### src/shared/pin_io_consts.vh
`ifndef PIN_IO_CONSTS_VH
`define PIN_IO_CONSTS_VH

// register indices; byte address is four times the index
`define IDX_PORT_B_DATA 4'h1
`define IDX_PORT_C_DATA 4'h2
`define IDX_PORT_D_DATA 4'h3
`define IDX_PORT_E_DATA 4'h4
`define IDX_PORT_B_DIR  4'h5
`define IDX_PORT_C_DIR  4'h6
`define IDX_PORT_E_DIR  4'h7

`define ADDR_PORT_B_DATA 8'h04
`define ADDR_PORT_C_DATA 8'h08
`define ADDR_PORT_D_DATA 8'h0C
`define ADDR_PORT_E_DATA 8'h10
`define ADDR_PORT_B_DIR  8'h14
`define ADDR_PORT_C_DIR  8'h18
`define ADDR_PORT_E_DIR  8'h1C

`define DIR_RESET_8  8'h00
`define DIR_RESET_7  7'h00
`define RESP_OKAY    2'h0
`define RESP_SLVERR  2'h2

`endif

### src/rtl/four_port_pin_io.v
`timescale 1ns/1ps
`default_nettype none
`include "pin_io_consts.vh"

// Function
// RL1: port B is eight bidirectional pins, each with its own data latch
// RL2: port B data latches hold their contents through reset
// RL3: port B direction bit 1 drives the pin, 0 leaves it undriven
// RL4: reset clears all port B direction bits, making pins inputs
// RL5: port B read gives latch where direction is 1, pin where 0
// RL6: data writes always update latches; inputs still read the pin
// RL7: software loads the latch before turning a pin to output
// RL8: port C is seven bidirectional pins, each with its own latch
// RL9: reset clears the seven port C direction bits
// RL10: port C read gives latch where direction is 1, pin where 0
// RL11: port C data latches are unaffected by reset
// RL12: port D is seven input-only pins, no direction, no drivers
// RL13: port D read returns pin levels in bits 6..0, bit 7 zero
// RL14: port D writes go only to its latch, which reset leaves alone
// RL15: port E is eight pins with latches, shared with two timers
// RL16: timer-owned port E pins ignore direction, which still selects read source
// RL17: reset clears port E direction bits; direction 1 drives the pin
// RL18: port E read gives latch where direction is 1, pin where 0
// RL19: unimplemented bits of seven-bit registers read zero, ignore writes
module four_port_pin_io (
	input  wire        aclk,
	input  wire        aresetn,
	input  wire [7:0]  s_axi_awaddr,
	input  wire [2:0]  s_axi_awprot,
	input  wire        s_axi_awvalid,
	output reg         s_axi_awready,
	input  wire [31:0] s_axi_wdata,
	input  wire [3:0]  s_axi_wstrb,
	input  wire        s_axi_wvalid,
	output reg         s_axi_wready,
	output reg  [1:0]  s_axi_bresp,
	output reg         s_axi_bvalid,
	input  wire        s_axi_bready,
	input  wire [7:0]  s_axi_araddr,
	input  wire [2:0]  s_axi_arprot,
	input  wire        s_axi_arvalid,
	output reg         s_axi_arready,
	output reg  [31:0] s_axi_rdata,
	output reg  [1:0]  s_axi_rresp,
	output reg         s_axi_rvalid,
	input  wire        s_axi_rready,
	input  wire [7:0]  port_b_pin_in,
	output reg  [7:0]  port_b_pin_out,
	output reg  [7:0]  port_b_pin_oe,
	input  wire [6:0]  port_c_pin_in,
	output reg  [6:0]  port_c_pin_out,
	output reg  [6:0]  port_c_pin_oe,
	input  wire [6:0]  port_d_pin_in,
	input  wire [7:0]  port_e_pin_in,
	output reg  [7:0]  port_e_pin_out,
	output reg  [7:0]  port_e_pin_oe,
	input  wire [7:0]  port_e_timer_owned,
	input  wire [7:0]  port_e_timer_out,
	input  wire [7:0]  port_e_timer_oe
);

	// latches: no reset term, so reset leaves them alone
	reg  [7:0]  port_b_latch_ff;
	reg  [6:0]  port_c_latch_ff;
	reg  [6:0]  port_d_latch_ff;
	reg  [7:0]  port_e_latch_ff;
	reg  [7:0]  port_b_direction_ff;
	reg  [6:0]  port_c_direction_ff;
	reg  [7:0]  port_e_direction_ff;

	reg  [7:0]  b_meta_ff;
	reg  [7:0]  b_sync_ff;
	reg  [6:0]  c_meta_ff;
	reg  [6:0]  c_sync_ff;
	reg  [6:0]  d_meta_ff;
	reg  [6:0]  d_sync_ff;
	reg  [7:0]  e_meta_ff;
	reg  [7:0]  e_sync_ff;
	reg  [7:0]  e_owned_meta_ff;
	reg  [7:0]  e_owned_sync_ff;

	reg  [7:0]  aw_addr_ff;
	reg         aw_held_ff;
	reg  [31:0] w_data_ff;
	reg  [3:0]  w_strb_ff;
	reg         w_held_ff;

	reg  [31:0] nxt_rdata;
	reg         nxt_rhit;

	wire        do_write;
	wire        wr_lane0;

	// latch where direction is 1, synchronised pin level where 0
	function [7:0] port_read;
		input [7:0] dir;
		input [7:0] latch;
		input [7:0] pin;
		begin
			port_read = (dir & latch) | (~dir & pin);
		end
	endfunction

	function wr_hit;
		input [7:0] addr;
		input [7:0] target;
		begin
			wr_hit = (addr[7:2] == target[7:2]);
		end
	endfunction

	// two-flop synchronisers for the four pin inputs and port_e_timer_owned; timer out and oe are used unsynchronised
	always @(posedge aclk) begin
		b_meta_ff       <= port_b_pin_in;
		b_sync_ff       <= b_meta_ff;
		c_meta_ff       <= port_c_pin_in;
		c_sync_ff       <= c_meta_ff;
		d_meta_ff       <= port_d_pin_in;
		d_sync_ff       <= d_meta_ff;
		e_meta_ff       <= port_e_pin_in;
		e_sync_ff       <= e_meta_ff;
		e_owned_meta_ff <= port_e_timer_owned;
		e_owned_sync_ff <= e_owned_meta_ff;
	end

	// write channel: address and data taken in either order
	always @(posedge aclk) begin
		if (!aresetn) begin
			aw_held_ff    <= 1'b0;
			w_held_ff     <= 1'b0;
			aw_addr_ff    <= 8'h00;
			w_data_ff     <= 32'h00000000;
			w_strb_ff     <= 4'h0;
			s_axi_awready <= 1'b0;
			s_axi_wready  <= 1'b0;
			s_axi_bvalid  <= 1'b0;
			s_axi_bresp   <= `RESP_OKAY;
		end else begin
			s_axi_awready <= 1'b0;
			s_axi_wready  <= 1'b0;
			if (s_axi_awvalid && !aw_held_ff && !s_axi_awready && !s_axi_bvalid) begin
				s_axi_awready <= 1'b1;
			end
			if (s_axi_wvalid && !w_held_ff && !s_axi_wready && !s_axi_bvalid) begin
				s_axi_wready <= 1'b1;
			end
			if (s_axi_awvalid && s_axi_awready) begin
				aw_held_ff <= 1'b1;
				aw_addr_ff <= s_axi_awaddr;
			end
			if (s_axi_wvalid && s_axi_wready) begin
				w_held_ff <= 1'b1;
				w_data_ff <= s_axi_wdata;
				w_strb_ff <= s_axi_wstrb;
			end
			if (do_write) begin
				aw_held_ff   <= 1'b0;
				w_held_ff    <= 1'b0;
				s_axi_bvalid <= 1'b1;
				s_axi_bresp  <= (aw_addr_ff[7:2] >= `ADDR_PORT_B_DATA >> 2 &&
					aw_addr_ff[7:2] <= `ADDR_PORT_E_DIR >> 2) ? `RESP_OKAY : `RESP_SLVERR;
			end else if (s_axi_bvalid && s_axi_bready) begin
				s_axi_bvalid <= 1'b0;
			end
		end
	end

	assign do_write = aw_held_ff && w_held_ff && !s_axi_bvalid;
	assign wr_lane0 = do_write && w_strb_ff[0];

	// data latches: written whatever the direction, never reset
	always @(posedge aclk) begin
		if (wr_lane0 && wr_hit(aw_addr_ff, `ADDR_PORT_B_DATA))
			port_b_latch_ff <= w_data_ff[7:0]; // RL1 RL2 RL6
		if (wr_lane0 && wr_hit(aw_addr_ff, `ADDR_PORT_C_DATA))
			port_c_latch_ff <= w_data_ff[6:0]; // RL8 RL11 RL19
		if (wr_lane0 && wr_hit(aw_addr_ff, `ADDR_PORT_D_DATA))
			port_d_latch_ff <= w_data_ff[6:0]; // RL14
		if (wr_lane0 && wr_hit(aw_addr_ff, `ADDR_PORT_E_DATA))
			port_e_latch_ff <= w_data_ff[7:0]; // RL15 RL6
	end

	always @(posedge aclk) begin
		if (!aresetn) begin
			port_b_direction_ff <= `DIR_RESET_8; // RL4
			port_c_direction_ff <= `DIR_RESET_7; // RL9
			port_e_direction_ff <= `DIR_RESET_8; // RL17
		end else begin
			if (wr_lane0 && wr_hit(aw_addr_ff, `ADDR_PORT_B_DIR))
				port_b_direction_ff <= w_data_ff[7:0];
			if (wr_lane0 && wr_hit(aw_addr_ff, `ADDR_PORT_C_DIR))
				port_c_direction_ff <= w_data_ff[6:0]; // RL19
			if (wr_lane0 && wr_hit(aw_addr_ff, `ADDR_PORT_E_DIR))
				port_e_direction_ff <= w_data_ff[7:0];
		end
	end

	// pin drivers; port D has none
	always @(posedge aclk) begin
		if (!aresetn) begin
			port_b_pin_oe  <= 8'h00;
			port_c_pin_oe  <= 7'h00;
			port_e_pin_oe  <= 8'h00;
			port_b_pin_out <= 8'h00;
			port_c_pin_out <= 7'h00;
			port_e_pin_out <= 8'h00;
		end else begin
			port_b_pin_oe  <= port_b_direction_ff; // RL3
			port_b_pin_out <= port_b_latch_ff;
			port_c_pin_oe  <= port_c_direction_ff;
			port_c_pin_out <= port_c_latch_ff;
			port_e_pin_oe  <= (e_owned_sync_ff & port_e_timer_oe) |
				(~e_owned_sync_ff & port_e_direction_ff); // RL16 RL17
			port_e_pin_out <= (e_owned_sync_ff & port_e_timer_out) |
				(~e_owned_sync_ff & port_e_latch_ff); // RL16
		end
	end

	// read decode
	always @* begin
		nxt_rdata = 32'h00000000;
		nxt_rhit  = 1'b1;
		case ({2'b00, s_axi_araddr[7:2]})
			`ADDR_PORT_B_DATA >> 2:
				nxt_rdata[7:0] = port_read(port_b_direction_ff, port_b_latch_ff, b_sync_ff); // RL5
			`ADDR_PORT_C_DATA >> 2:
				nxt_rdata[7:0] = port_read({1'b0, port_c_direction_ff}, {1'b0, port_c_latch_ff},
					{1'b0, c_sync_ff}) & 8'h7F; // RL10 RL19
			`ADDR_PORT_D_DATA >> 2:
				nxt_rdata[6:0] = d_sync_ff; // RL12 RL13
			`ADDR_PORT_E_DATA >> 2:
				nxt_rdata[7:0] = port_read(port_e_direction_ff, port_e_latch_ff, e_sync_ff); // RL18 RL16
			`ADDR_PORT_B_DIR >> 2:
				nxt_rdata[7:0] = port_b_direction_ff;
			`ADDR_PORT_C_DIR >> 2:
				nxt_rdata[6:0] = port_c_direction_ff; // RL19
			`ADDR_PORT_E_DIR >> 2:
				nxt_rdata[7:0] = port_e_direction_ff;
			default:
				nxt_rhit = 1'b0;
		endcase
	end

	always @(posedge aclk) begin
		if (!aresetn) begin
			s_axi_arready <= 1'b0;
			s_axi_rvalid  <= 1'b0;
			s_axi_rdata   <= 32'h00000000;
			s_axi_rresp   <= `RESP_OKAY;
		end else begin
			s_axi_arready <= 1'b0;
			if (s_axi_arvalid && !s_axi_arready && !s_axi_rvalid) begin
				s_axi_arready <= 1'b1;
			end
			if (s_axi_arvalid && s_axi_arready) begin
				s_axi_rvalid <= 1'b1;
				s_axi_rdata  <= nxt_rdata;
				s_axi_rresp  <= nxt_rhit ? `RESP_OKAY : `RESP_SLVERR;
			end else if (s_axi_rvalid && s_axi_rready) begin
				s_axi_rvalid <= 1'b0;
			end
		end
	end

endmodule // four_port_pin_io

`default_nettype wire

### config.mk
export PLATFORM = sky130hd
export DESIGN_NAME = four_port_pin_io
export DESIGN_NICKNAME = d
export VERILOG_FILES = /design/src/rtl/four_port_pin_io.v
export VERILOG_INCLUDE_DIRS = /design/src /design/src/shared
export SDC_FILE = /design/constraint.sdc
export NUM_CORES = 1
export LEC_CHECK = 0
export BUFFER_PORTS_ARGS = -buffer_cell sky130_fd_sc_hd__buf_4
export CAP_MARGIN = 20
export CORE_AREA = 4 4 142 144
export DETAILED_ROUTE_END_ITERATION = 7
export DIE_AREA = 0 0 146 148
export GPL_TIMING_DRIVEN = 0
export REMOVE_ABC_BUFFERS = 1
export SLEW_MARGIN = 10
export SYNTH_ARGS = -nofsm -noshare
export SYNTH_HDL_FRONTEND = slang
export SYNTH_SLANG_ARGS = --single-unit
### constraint.sdc
create_clock -name aclk -period 2 [get_ports aclk]
set_input_delay 0.2 -clock aclk [delete_from_list [all_inputs] [get_ports aclk]]
set_output_delay 0.2 -clock aclk [all_outputs]
set_load 0.02 [all_outputs]
==> impl_metrics.ini, run 1 <==
[grt]
grt_pass1_wl_um = 25830
antenna_found_initial = 1
grt_usage = 0.1572
grt_overflow = 0
grt_max_degree = 56
grt_pass1_vias = 4750

[setup_path]
r2r_cells = 4
r2r_setup_slack_ns = 0.12
critical_path_class = reg2reg
crit_chain = and3b_1 -> nand3_1 -> nor3_4 -> mux2i_1
path_max_fanout = 8
cp_top_family = simple AND/OR/NAND/NOR gates
r2r_start = s_axi_bvalid$_SDFFE_PN0P_
r2r_end = port_b_direction_ff[7]$_SDFFE_PN0P_
setup.worst_path.start = s_axi_bvalid$_SDFFE_PN0P_
cp.required_ns = 2.35
crit_path_end_kind = flop
crit_slowest_cell = nor3_4
path_buf_inv = 0
critical_path.max_stage_delay_ns = 0.63
cp-endpoint = port_b_direction_ff[7]$_SDFFE_PN0P_
critPathLaunchType = flop
arrival_ns = 2.24
crit_cells = 4

[synthesis]
synth_warnings = 0
synth_cell_types = 46
yosysTopAreaCell = dfxtp_1
synth.avg_cell_area_um2 = 11.63
synth_seq_cells = 200
netlist.area_leader.share = 0.5459
synthCells = 558
ys_seq_area_frac = 0.6523
synth_area_um2 = 6491
yosys-top-cells-area = dfxtp_1 55%, edfxtp_1 11%, mux2i_1 6.3%

[final_layout]
area_delta_synth_final_pct = 34.85
final_cell_area_um2 = 8753
multi_input_area_um2 = 2046
instances_no_fill = 996
drive_above_1_share = 0.2786
layout.area.seq_um2 = 4234
final_nets = 867
layout_commonest_cell = dfxtp_1
nFillCells = 1720
final_cell_mix = 177 x dfxtp_1, 147 x buf_4, 60 x nand2_1

[sta]
finalCriticalPeriod_ns = 1.885
tightest_slew_ns = 0.9603
setup_violations = 0
hold_violations = 0
period_share = 0.9423
fmaxAchievable_mhz = 530.6
clock_skew_ns = 0.008028
final-max-slew-violation-count = 0
slew-limit-headroom = 0.3589
rsz0062_at_grt = false

[drt]
drt-pass1-iter-count = 5
routedWlPerCell_um = 17.31
vias = 4630
wl_um = 17240
drtIter0Drc = 265
drc = 0
via_per_inst = 4.649
ant_nets = 0

[cts]
cts.sinks = 200
clockBufferDepth = 2
cts_tree = yes
clk_latency_ns = 0.43
numCtsBuffers = 17
clockRootBuffer = clkbuf_16
path_clk_slew_ns = 0.07
h-tree-depth = 4

[pwr]
p_leak_nw = 3.757
power_density_nw_per_um2 = 906.1
ir_drop_v = 0.0005804

[placed_design]
dp_hpwl_um = 11820
portBuffers = 142
place_congestion = 0.7560
placedCellCount = 915
dpl_cell_area_um2 = 7691

[floorplan]
dieArea_um2 = 21610
ios = 206
die_h_um = 148
rows = 50
fp.coreArea_um2 = 18710
start_util = 0.3470
die_w_um = 146

[hold_path]
min_path_type = in2reg

[status]
outcome = finished clean

[run]
cap_violations = 0
power by group:
| part | leakage, nW | switching (W) | internal [W] | total, W |
|---|---|---|---|---|
| Sequential | 1.71 | 0.0000544 | 0.00417 | 0.00422 |
| Clock | 0.266 | 0.00157 | 0.00166 | 0.00323 |
| Combinational | 1.78 | 0.000240 | 0.000242 | 0.000482 |
| Total | 3.76 | 0.00186 | 0.00607 | 0.00793 |
metrics by stage:
step | setup WS, ns | utilization | setup TNS (ns) | hold WS, ns | total power (W)
6_report | 0.1155 | 0.4680 | 0 | 0.02085 | 0.007932
3_3_place_gp | -1.646 | 0.4086 | -30.40 | 0.3049 | 0.004712
4_1_cts | 0.005395 | 0.4666 | 0 | 0.0004158 | 0.008024
5_1_grt | 0.006729 | 0.4680 | 0 | 0.008510 | 0.008231
3_5_place_dp | -0.3806 | 0.4112 | -2.663 | 0.3056 | 0.004725
2_1_floorplan | -0.2369 | - | -2.530 | 0.2277 | 0.004470
layer usage:
metal | GRT usage | up-vias | wire [um]
met4 | 0.05644 | 0 | 420
met2 | 0.2666 | 168 | 8376
met5 | 0 | - | 0
met3 | 0.04323 | 30 | 1121
met1 | 0.1928 | 2182 | 7324
li1 | - | 2250 | -
worst reg2reg max path, cell delays in order (launching register included):
cell and delay [ns]:
dfxtp_1 0.34, and3b_1 0.36, nand3_1 0.22, nor3_4 0.63, mux2i_1 0.26
area by class of cell:
| cell class | count | share of cell area |
|---|---|---|
| Multi-Input combinational cell | 321 | 0.2337 |
| Timing Repair Buffer | 194 | 0.1794 |
| Inverter | 14 | 0.006003 |
| Antenna cell | 1 | 0.0002859 |
| Clock buffer | 18 | 0.05017 |
| Tap cell | 234 | 0.03345 |
| Clock inverter | 14 | 0.01329 |
| Sequential cell | 200 | 0.4837 |
how the worst min path moves through the flow:
stage | from | to | slack, ns | cells after the start
after floorplan | port_b_pin_in[0] | b_meta_ff[0]$_DFF_P_ | 0.23 | 0
after global placement | port_e_timer_owned[3] | e_owned_meta_ff[3]$_DFF_P_ | 0.30 | 1
after detailed placement | port_d_pin_in[0] | d_meta_ff[0]$_DFF_P_ | 0.31 | 1
after CTS | port_e_timer_oe[1] | port_e_pin_oe[1]$_SDFF_PN0_ | 0.0004 | 3
after global routing | s_axi_wdata[3] | w_data_ff[3]$_SDFFE_PN0P_ | 0.009 | 3
final | port_e_timer_oe[1] | port_e_pin_oe[1]$_SDFF_PN0_ | 0.02 | 3
kinds of logic after synthesis:
family,count (synthesis),share of synthesized area
AND/OR/NAND/NOR,169,0.1369
other,1,0.0005777
buffers and inverters,62,0.05455
multiplexers,54,0.08577
AO/OA/AOI/OAI,72,0.06997
flip-flops,200,0.6523
synth_stat cells (all sizes together):
master  number
nor4         2
mux2i       41
inv         14
nor3b        1
a32oi        2
a22oi        5
nor3        14
or3          2
a21oi       24
a222oi       2
a211o        1
edfxtp      23
conb         1
nand3b       3
and2        27
a311oi       1
clkbuf      12
dfxtp      177
nor2        31
a211oi       7
nand3        8
a31oi        5
nor4b        5
nand2b       6
nor2b        1
mux2        13
and3b        2
nand2       60
or3b         5
o221a        1
o21bai       1
a21o         1
nand4        1
buf         36
o21ai       17
or4b         1
a41oi        2
a22o         1
o311a        1
a221o        1
registers in the layout, summed over array words and instances, names as in the netlist, 8 cells and up:
register,cells
s_axi_rdata,8
port_b_latch_ff,8
b_sync_ff,8
port_e_latch_ff,8
b_meta_ff,8
e_meta_ff,8
port_b_pin_out,8
port_e_pin_oe,8
e_owned_sync_ff,8
port_e_pin_out,8
port_b_pin_oe,8
port_e_direction_ff,8
w_data_ff,8
port_b_direction_ff,8
e_owned_meta_ff,8
e_sync_ff,8
repair_timing:
action / 4_1_cts / 5_1_grt
hold buffers: 45 / 0
endpoints found under the setup margin: 9 / 17
setup buffers: 2 / 1
hold endpoints to repair: 45 / 0
cloned: 0 / 0
resized for setup: 2 / 3
(Power assumes the default switching activity.)
==> run 2, diff against run 1 <==
--- a/config.mk
+++ b/config.mk
@@ -12,6 +12,7 @@
 export DETAILED_ROUTE_END_ITERATION = 7
 export DIE_AREA = 0 0 146 148
 export GPL_TIMING_DRIVEN = 0
+export HOLD_SLACK_MARGIN = 0.03
 export REMOVE_ABC_BUFFERS = 1
 export SLEW_MARGIN = 10
 export SYNTH_ARGS = -nofsm -noshare
==> run 2 against run 1 <==
  * Via count grew 2.4%
  * Wire length is 1.5% higher
  * Cell count up 2.1%
  * Register-to-register slack hardly changed
  * Die area stayed put
  * Critical path depth is the same
  * Global-route usage grew 0.20 points
  * Sequential share of layout area fell by 1.1 points
  * Clock power about the same
  * Sequential power about the same
  * First-iteration DRC count grew 7.2%
  * Clock-buffer cell count stayed put
  * Critical endpoint is now port_b_direction_ff[4]$_SDFFE_PN0P_
  * Largest cell class unchanged
==> impl_metrics.ini, run 2 (synthesis gave the netlist of run 1 again) <==
[cts]
cts_tree = yes
clockBufferDepth = 2
clk_latency_ns = 0.43
numCtsBuffers = 17
clockRootBuffer = clkbuf_16
path_clk_slew_ns = 0.07
cts.sinks = 200
h-tree-depth = 4

[setup_path]
critical_path_class = reg2reg
cp.required_ns = 2.35
r2r_end = port_b_direction_ff[4]$_SDFFE_PN0P_
path_max_fanout = 8
crit_chain = and3b_1 -> nand3_1 -> nor3_4 -> mux2i_1
cp_top_family = simple AND/OR/NAND/NOR gates
cp-endpoint = port_b_direction_ff[4]$_SDFFE_PN0P_
path_buf_inv = 0
setup.worst_path.start = s_axi_bvalid$_SDFFE_PN0P_
r2r_cells = 4
crit_path_end_kind = flop
critical_path.max_stage_delay_ns = 0.63
r2r_setup_slack_ns = 0.12
critPathLaunchType = flop
r2r_start = s_axi_bvalid$_SDFFE_PN0P_
crit_cells = 4
arrival_ns = 2.24
crit_slowest_cell = nor3_4

[drt]
vias = 4741
wl_um = 17510
drtIter0Drc = 284
drt-pass1-iter-count = 5
via_per_inst = 4.662
ant_nets = 0
drc = 0
routedWlPerCell_um = 17.22

[final_layout]
area_delta_synth_final_pct = 38.09
nFillCells = 1706
layout.area.seq_um2 = 4234
final_nets = 888
layout_commonest_cell = dfxtp_1
instances_no_fill = 1017
drive_above_1_share = 0.2711
multi_input_area_um2 = 2046
final_cell_mix = 177 x dfxtp_1, 147 x buf_4, 66 x dlygate4sd3_1
final_util = 0.4792

[sta]
slew-limit-headroom = 0.3547
hold_violations = 0
setup_violations = 0
rsz0062_at_grt = false
finalCriticalPeriod_ns = 1.885
fmaxAchievable_mhz = 530.6
final-max-slew-violation-count = 0
tightest_slew_ns = 0.9665
clock_skew_ns = 0.008360
period_share = 0.9423

[floorplan]
ios = 206
die_w_um = 146
die_h_um = 148
rows = 50
dieArea_um2 = 21610
start_util = 0.3470
fp.coreArea_um2 = 18710

[placed_design]
place_congestion = 0.7560
placedCellCount = 915
dp_hpwl_um = 11820
portBuffers = 142

[pwr]
ir_drop_v = 0.0005822
power_density_nw_per_um2 = 889.0
p_leak_nw = 3.845

[grt]
grt_overflow = 0
grt_pass1_wl_um = 26200
grt_pass1_vias = 4842
antenna_found_initial = 1
grt_max_degree = 56
grt_usage = 0.1591

[run]
cap_violations = 0

[status]
outcome = finished clean

[hold_path]
min_path_type = in2reg
[run 2: cell types whose count changed in the layout (fill, tap and decap cells not counted), sizes merged]
cell	change
dlygate4sd3	+21
[run 2: per-stage QoR]
step	hold slack, ns	setup TNS (ns)	area, um^2	power, W	setup WS [ns]
2_1_floorplan	0.2277	-2.530	6284	0.004470	-0.2369
3_3_place_gp	0.3049	-30.40	7642	0.004712	-1.646
3_5_place_dp	0.3056	-2.663	7691	0.004725	-0.3806
4_1_cts	0.03018	0	8937	0.008057	0.005395
5_1_grt	0.03700	0	8964	0.008263	0.006729
6_report	0.04980	0	8964	0.007968	0.1154
[run 2: report_power, final]
part           total [W]  internal, W  switching (W)
Sequential       0.00422      0.00417      0.0000543
Clock            0.00323      0.00166        0.00157
Combinational   0.000516     0.000268       0.000248
Total            0.00797      0.00610        0.00187
[run 2: worst min path at each step]
| stage | startpoint | to | depth (start not counted) |
|---|---|---|---|
| 6_report | port_e_timer_out[6] | port_e_pin_out[6]$_SDFF_PN0_ | 3 |
| 5_1_grt | s_axi_awaddr[3] | aw_addr_ff[3]$_SDFFE_PN0P_ | 3 |
| 4_1_cts | s_axi_awaddr[5] | aw_addr_ff[5]$_SDFFE_PN0P_ | 3 |
| 3_5_place_dp | port_d_pin_in[0] | d_meta_ff[0]$_DFF_P_ | 1 |
| 3_3_place_gp | port_e_timer_owned[3] | e_owned_meta_ff[3]$_DFF_P_ | 1 |
| 2_1_floorplan | port_b_pin_in[0] | b_meta_ff[0]$_DFF_P_ | 0 |
[run 2: layout make-up]
type,instances,share of cell area
Clock buffer,18,0.04899
Sequential cell,200,0.4724
Timing Repair Buffer,215,0.1986
Multi-Input combinational cell,321,0.2282
Clock inverter,14,0.01298
Antenna cell,1,0.0002792
Tap cell,234,0.03266
Inverter,14,0.005863
[run 2: routing by layer]
layer,share of wire,GRT usage
met4,0.023,0.05691
met5,0,0
met2,0.49,0.2717
met1,0.43,0.1942
met3,0.059,0.04323
[run 2: worst reg2reg max path, stage by stage, from the launching register on]
cell,delay [ns]
dfxtp_1,0.34
and3b_1,0.36
nand3_1,0.22
nor3_4,0.63
mux2i_1,0.27
[run 2: repair_timing]
item                       CTS  global route
hold endpoints to repair    66             0
hold buffers                66             0
buffers inserted             2             1
setup endpoints to repair    9            17
resized for setup            2             3
==> run 3, diff against run 2 <==
--- a/config.mk
+++ b/config.mk
@@ -6,13 +6,14 @@
 export SDC_FILE = /design/constraint.sdc
 export NUM_CORES = 1
 export LEC_CHECK = 0
-export BUFFER_PORTS_ARGS = -buffer_cell sky130_fd_sc_hd__buf_4
+export BUFFER_PORTS_ARGS = -buffer_cell sky130_fd_sc_hd__buf_2
 export CAP_MARGIN = 20
 export CORE_AREA = 4 4 142 144
 export DETAILED_ROUTE_END_ITERATION = 7
 export DIE_AREA = 0 0 146 148
 export GPL_TIMING_DRIVEN = 0
 export HOLD_SLACK_MARGIN = 0.03
+export PLACE_DENSITY_LB_ADDON = 0.12
 export REMOVE_ABC_BUFFERS = 1
 export SLEW_MARGIN = 10
 export SYNTH_ARGS = -nofsm -noshare
==> run 3 against run 2 <==
  * Utilization decreased by 1.7 points
  * Cell area decreased by 3.6%
  * Worst hold slack about the same
  * Largest power group unchanged
  * Register-to-register slack got worse by 0.097 ns
  * Wire length decreased by 4.2%
  * Non-clock buffer count increased by 5
==> impl_metrics.ini, run 3 (synthesis gave the netlist of run 1 again) <==
[drt]
dr_wl_met2_um = 8090
drc = 0
top_layer_used = met4
via_per_inst = 4.540
met3_length_um = 1076
wl_met1_um = 7389
wl_um = 16780
vias = 4635
drtIter0Drc = 229
drt-pass1-iter-count = 5
ant_nets = 0
routedWlPerCell_um = 16.43

[final_layout]
drive_above_1_share = 0.2681
layout_commonest_cell = dfxtp_1
area_delta_synth_final_pct = 33.08
instances_no_fill = 1021
final_nets = 893
num_antenna_cells = 0
final_cell_mix = 177 x dfxtp_1, 142 x buf_2, 70 x dlygate4sd3_1

[placed_design]
placedCellCount = 915
portBuffers = 142
place_ws_ns = -0.3284
place_congestion = 0.7797
dp_hpwl_um = 11140

[hold_path]
whs_endpoint = s_axi_wready$_SDFF_PN0_
hold_start = s_axi_wvalid
min_path_type = in2reg
min_path_cells = 2

[pwr]
p_sw_w = 0.001852
power_density_nw_per_um2 = 913.6
p_total_w = 0.007892
p_leak_nw = 3.801
p_comb_frac = 0.058
internal_power_w = 0.006041
ir_drop_v = 0.0005403
clkPwrFrac = 0.408
seq_power_share = 0.534
swShare = 0.2346

[setup_path]
critical_path_class = reg2reg
setup.worst_path.start = aw_addr_ff[5]$_SDFFE_PN0P_
arrival_ns = 2.12
r2r_start = aw_addr_ff[5]$_SDFFE_PN0P_
r2r_end = port_e_latch_ff[1]$_DFFE_PP_
crit_path_end_kind = flop
path_max_fanout = 4
r2r_setup_slack_ns = 0.02
crit_chain = nor3_1 -> nand3_1 -> nor4b_2 -> buf_4
critical_path.max_stage_delay_ns = 0.50
cp.required_ns = 2.13
r2r_cells = 4
critPathLaunchType = flop
crit_slowest_cell = nor4b_2

[grt]
antenna_found_initial = 0
grt_overflow = 0
grt_pass1_wl_um = 25540
grt_pass1_vias = 4724
grt_max_degree = 56
grt_usage = 0.1550

[cts]
cts.sinks = 200
h-tree-depth = 4
clockRootBuffer = clkbuf_16
path_clk_slew_ns = 0.07
clk_latency_ns = 0.43
clockBufferDepth = 2
cts_tree = yes
numCtsBuffers = 17

[sta]
fmaxAchievable_mhz = 504.7
finalCriticalPeriod_ns = 1.982
hold_violations = 0
period_share = 0.9908
clock_skew_ns = 0.01541
timing.final.ws_setup_ns = 0.01843
slew-limit-headroom = 0.3195
rsz0062_at_grt = true
final-max-slew-violation-count = 0
fin_tns_setup_ns = 0
setup_violations = 0
tightest_slew_ns = 1.021
fin_hold_ws_ns = 0.04972

[floorplan]
die_h_um = 148
fp.coreArea_um2 = 18710
dieArea_um2 = 21610
rows = 50
die_w_um = 146
ios = 206
start_util = 0.3470

[status]
outcome = finished clean

[run]
cap_violations = 0
==> run 3: cell count changes in the layout (fill, tap and decap cells not counted), moves of 2 or more <==
cell	before	now
clkinvlp_4	4	1
inv_8	4	2
inv_4	0	2
buf_2	1	142
dlygate4sd3_1	66	70
clkinv_4	1	3
inv_6	2	4
buf_4	147	7
==> run 3: area by class of cell <==
type,count,area (um^2)
sequential,200,4234
timing repair buffer,220,1475
clock inverter,14,112.6
multi-input combinational,321,2029
clock buffer,18,439.2
tap,234,292.8
inverter,14,55.05
fill,1736,10070
==> run 3: how the worst max path moves through the flow <==
| stage | cells after the start | slack, ns | end |
|---|---|---|---|
| final | 4 | 0.02 | port_e_latch_ff[1]$_DFFE_PP_ |
| after global routing | 4 | -0.13 | port_e_latch_ff[1]$_DFFE_PP_ |
| after global placement | 3 | -1.71 | port_e_latch_ff[6]$_DFFE_PP_ |
| after floorplan | 3 | -0.24 | port_e_latch_ff[0]$_DFFE_PP_ |
| after CTS | 4 | -0.01 | port_e_latch_ff[1]$_DFFE_PP_ |
| after detailed placement | 5 | -0.33 | s_axi_rdata[5]$_SDFFE_PN0P_ |
==> run 3: stage by stage <==
step	cell area [um^2]	utilization
CTS	8606	0.4601
detailed placement	7338	0.3923
finish	8638	0.4618
floorplan	6284	-
global route	8638	0.4618
global placement	7287	0.3896
==> run 3: critical path, delay by kind of cell, from the launching register on <==
kind,cells,cell delay [ns]
and+or+nand+nor,3,1.08
DFF,1,0.33
buffers and inverters,1,0.27
==> run 3: power groups by stage <==
stage	clock network [W]	logic, W	registers, W
after floorplan	0	0.000145	0.00432
after global placement	0	0.000350	0.00431
after detailed placement	0	0.000354	0.00431
after CTS	0.00331	0.000462	0.00422
after global routing	0.00346	0.000501	0.00423
final	0.00322	0.000458	0.00422
==> run 3: repair_timing <==
action	CTS	global route
endpoints found under the hold margin	70	0
pin swaps	0	2
resized for setup	2	2
setup endpoints to repair	14	36
hold buffers	70	0
buffers inserted	0	4
==> run 3: routing by layer <==
| metal | GRT usage | vias up |
|---|---|---|
| li1 | - | 2296 |
| met2 | 0.2570 | 159 |
| met4 | 0.06256 | 0 |
| met3 | 0.03525 | 17 |
| met5 | 0 | - |
| met1 | 0.1968 | 2163 |
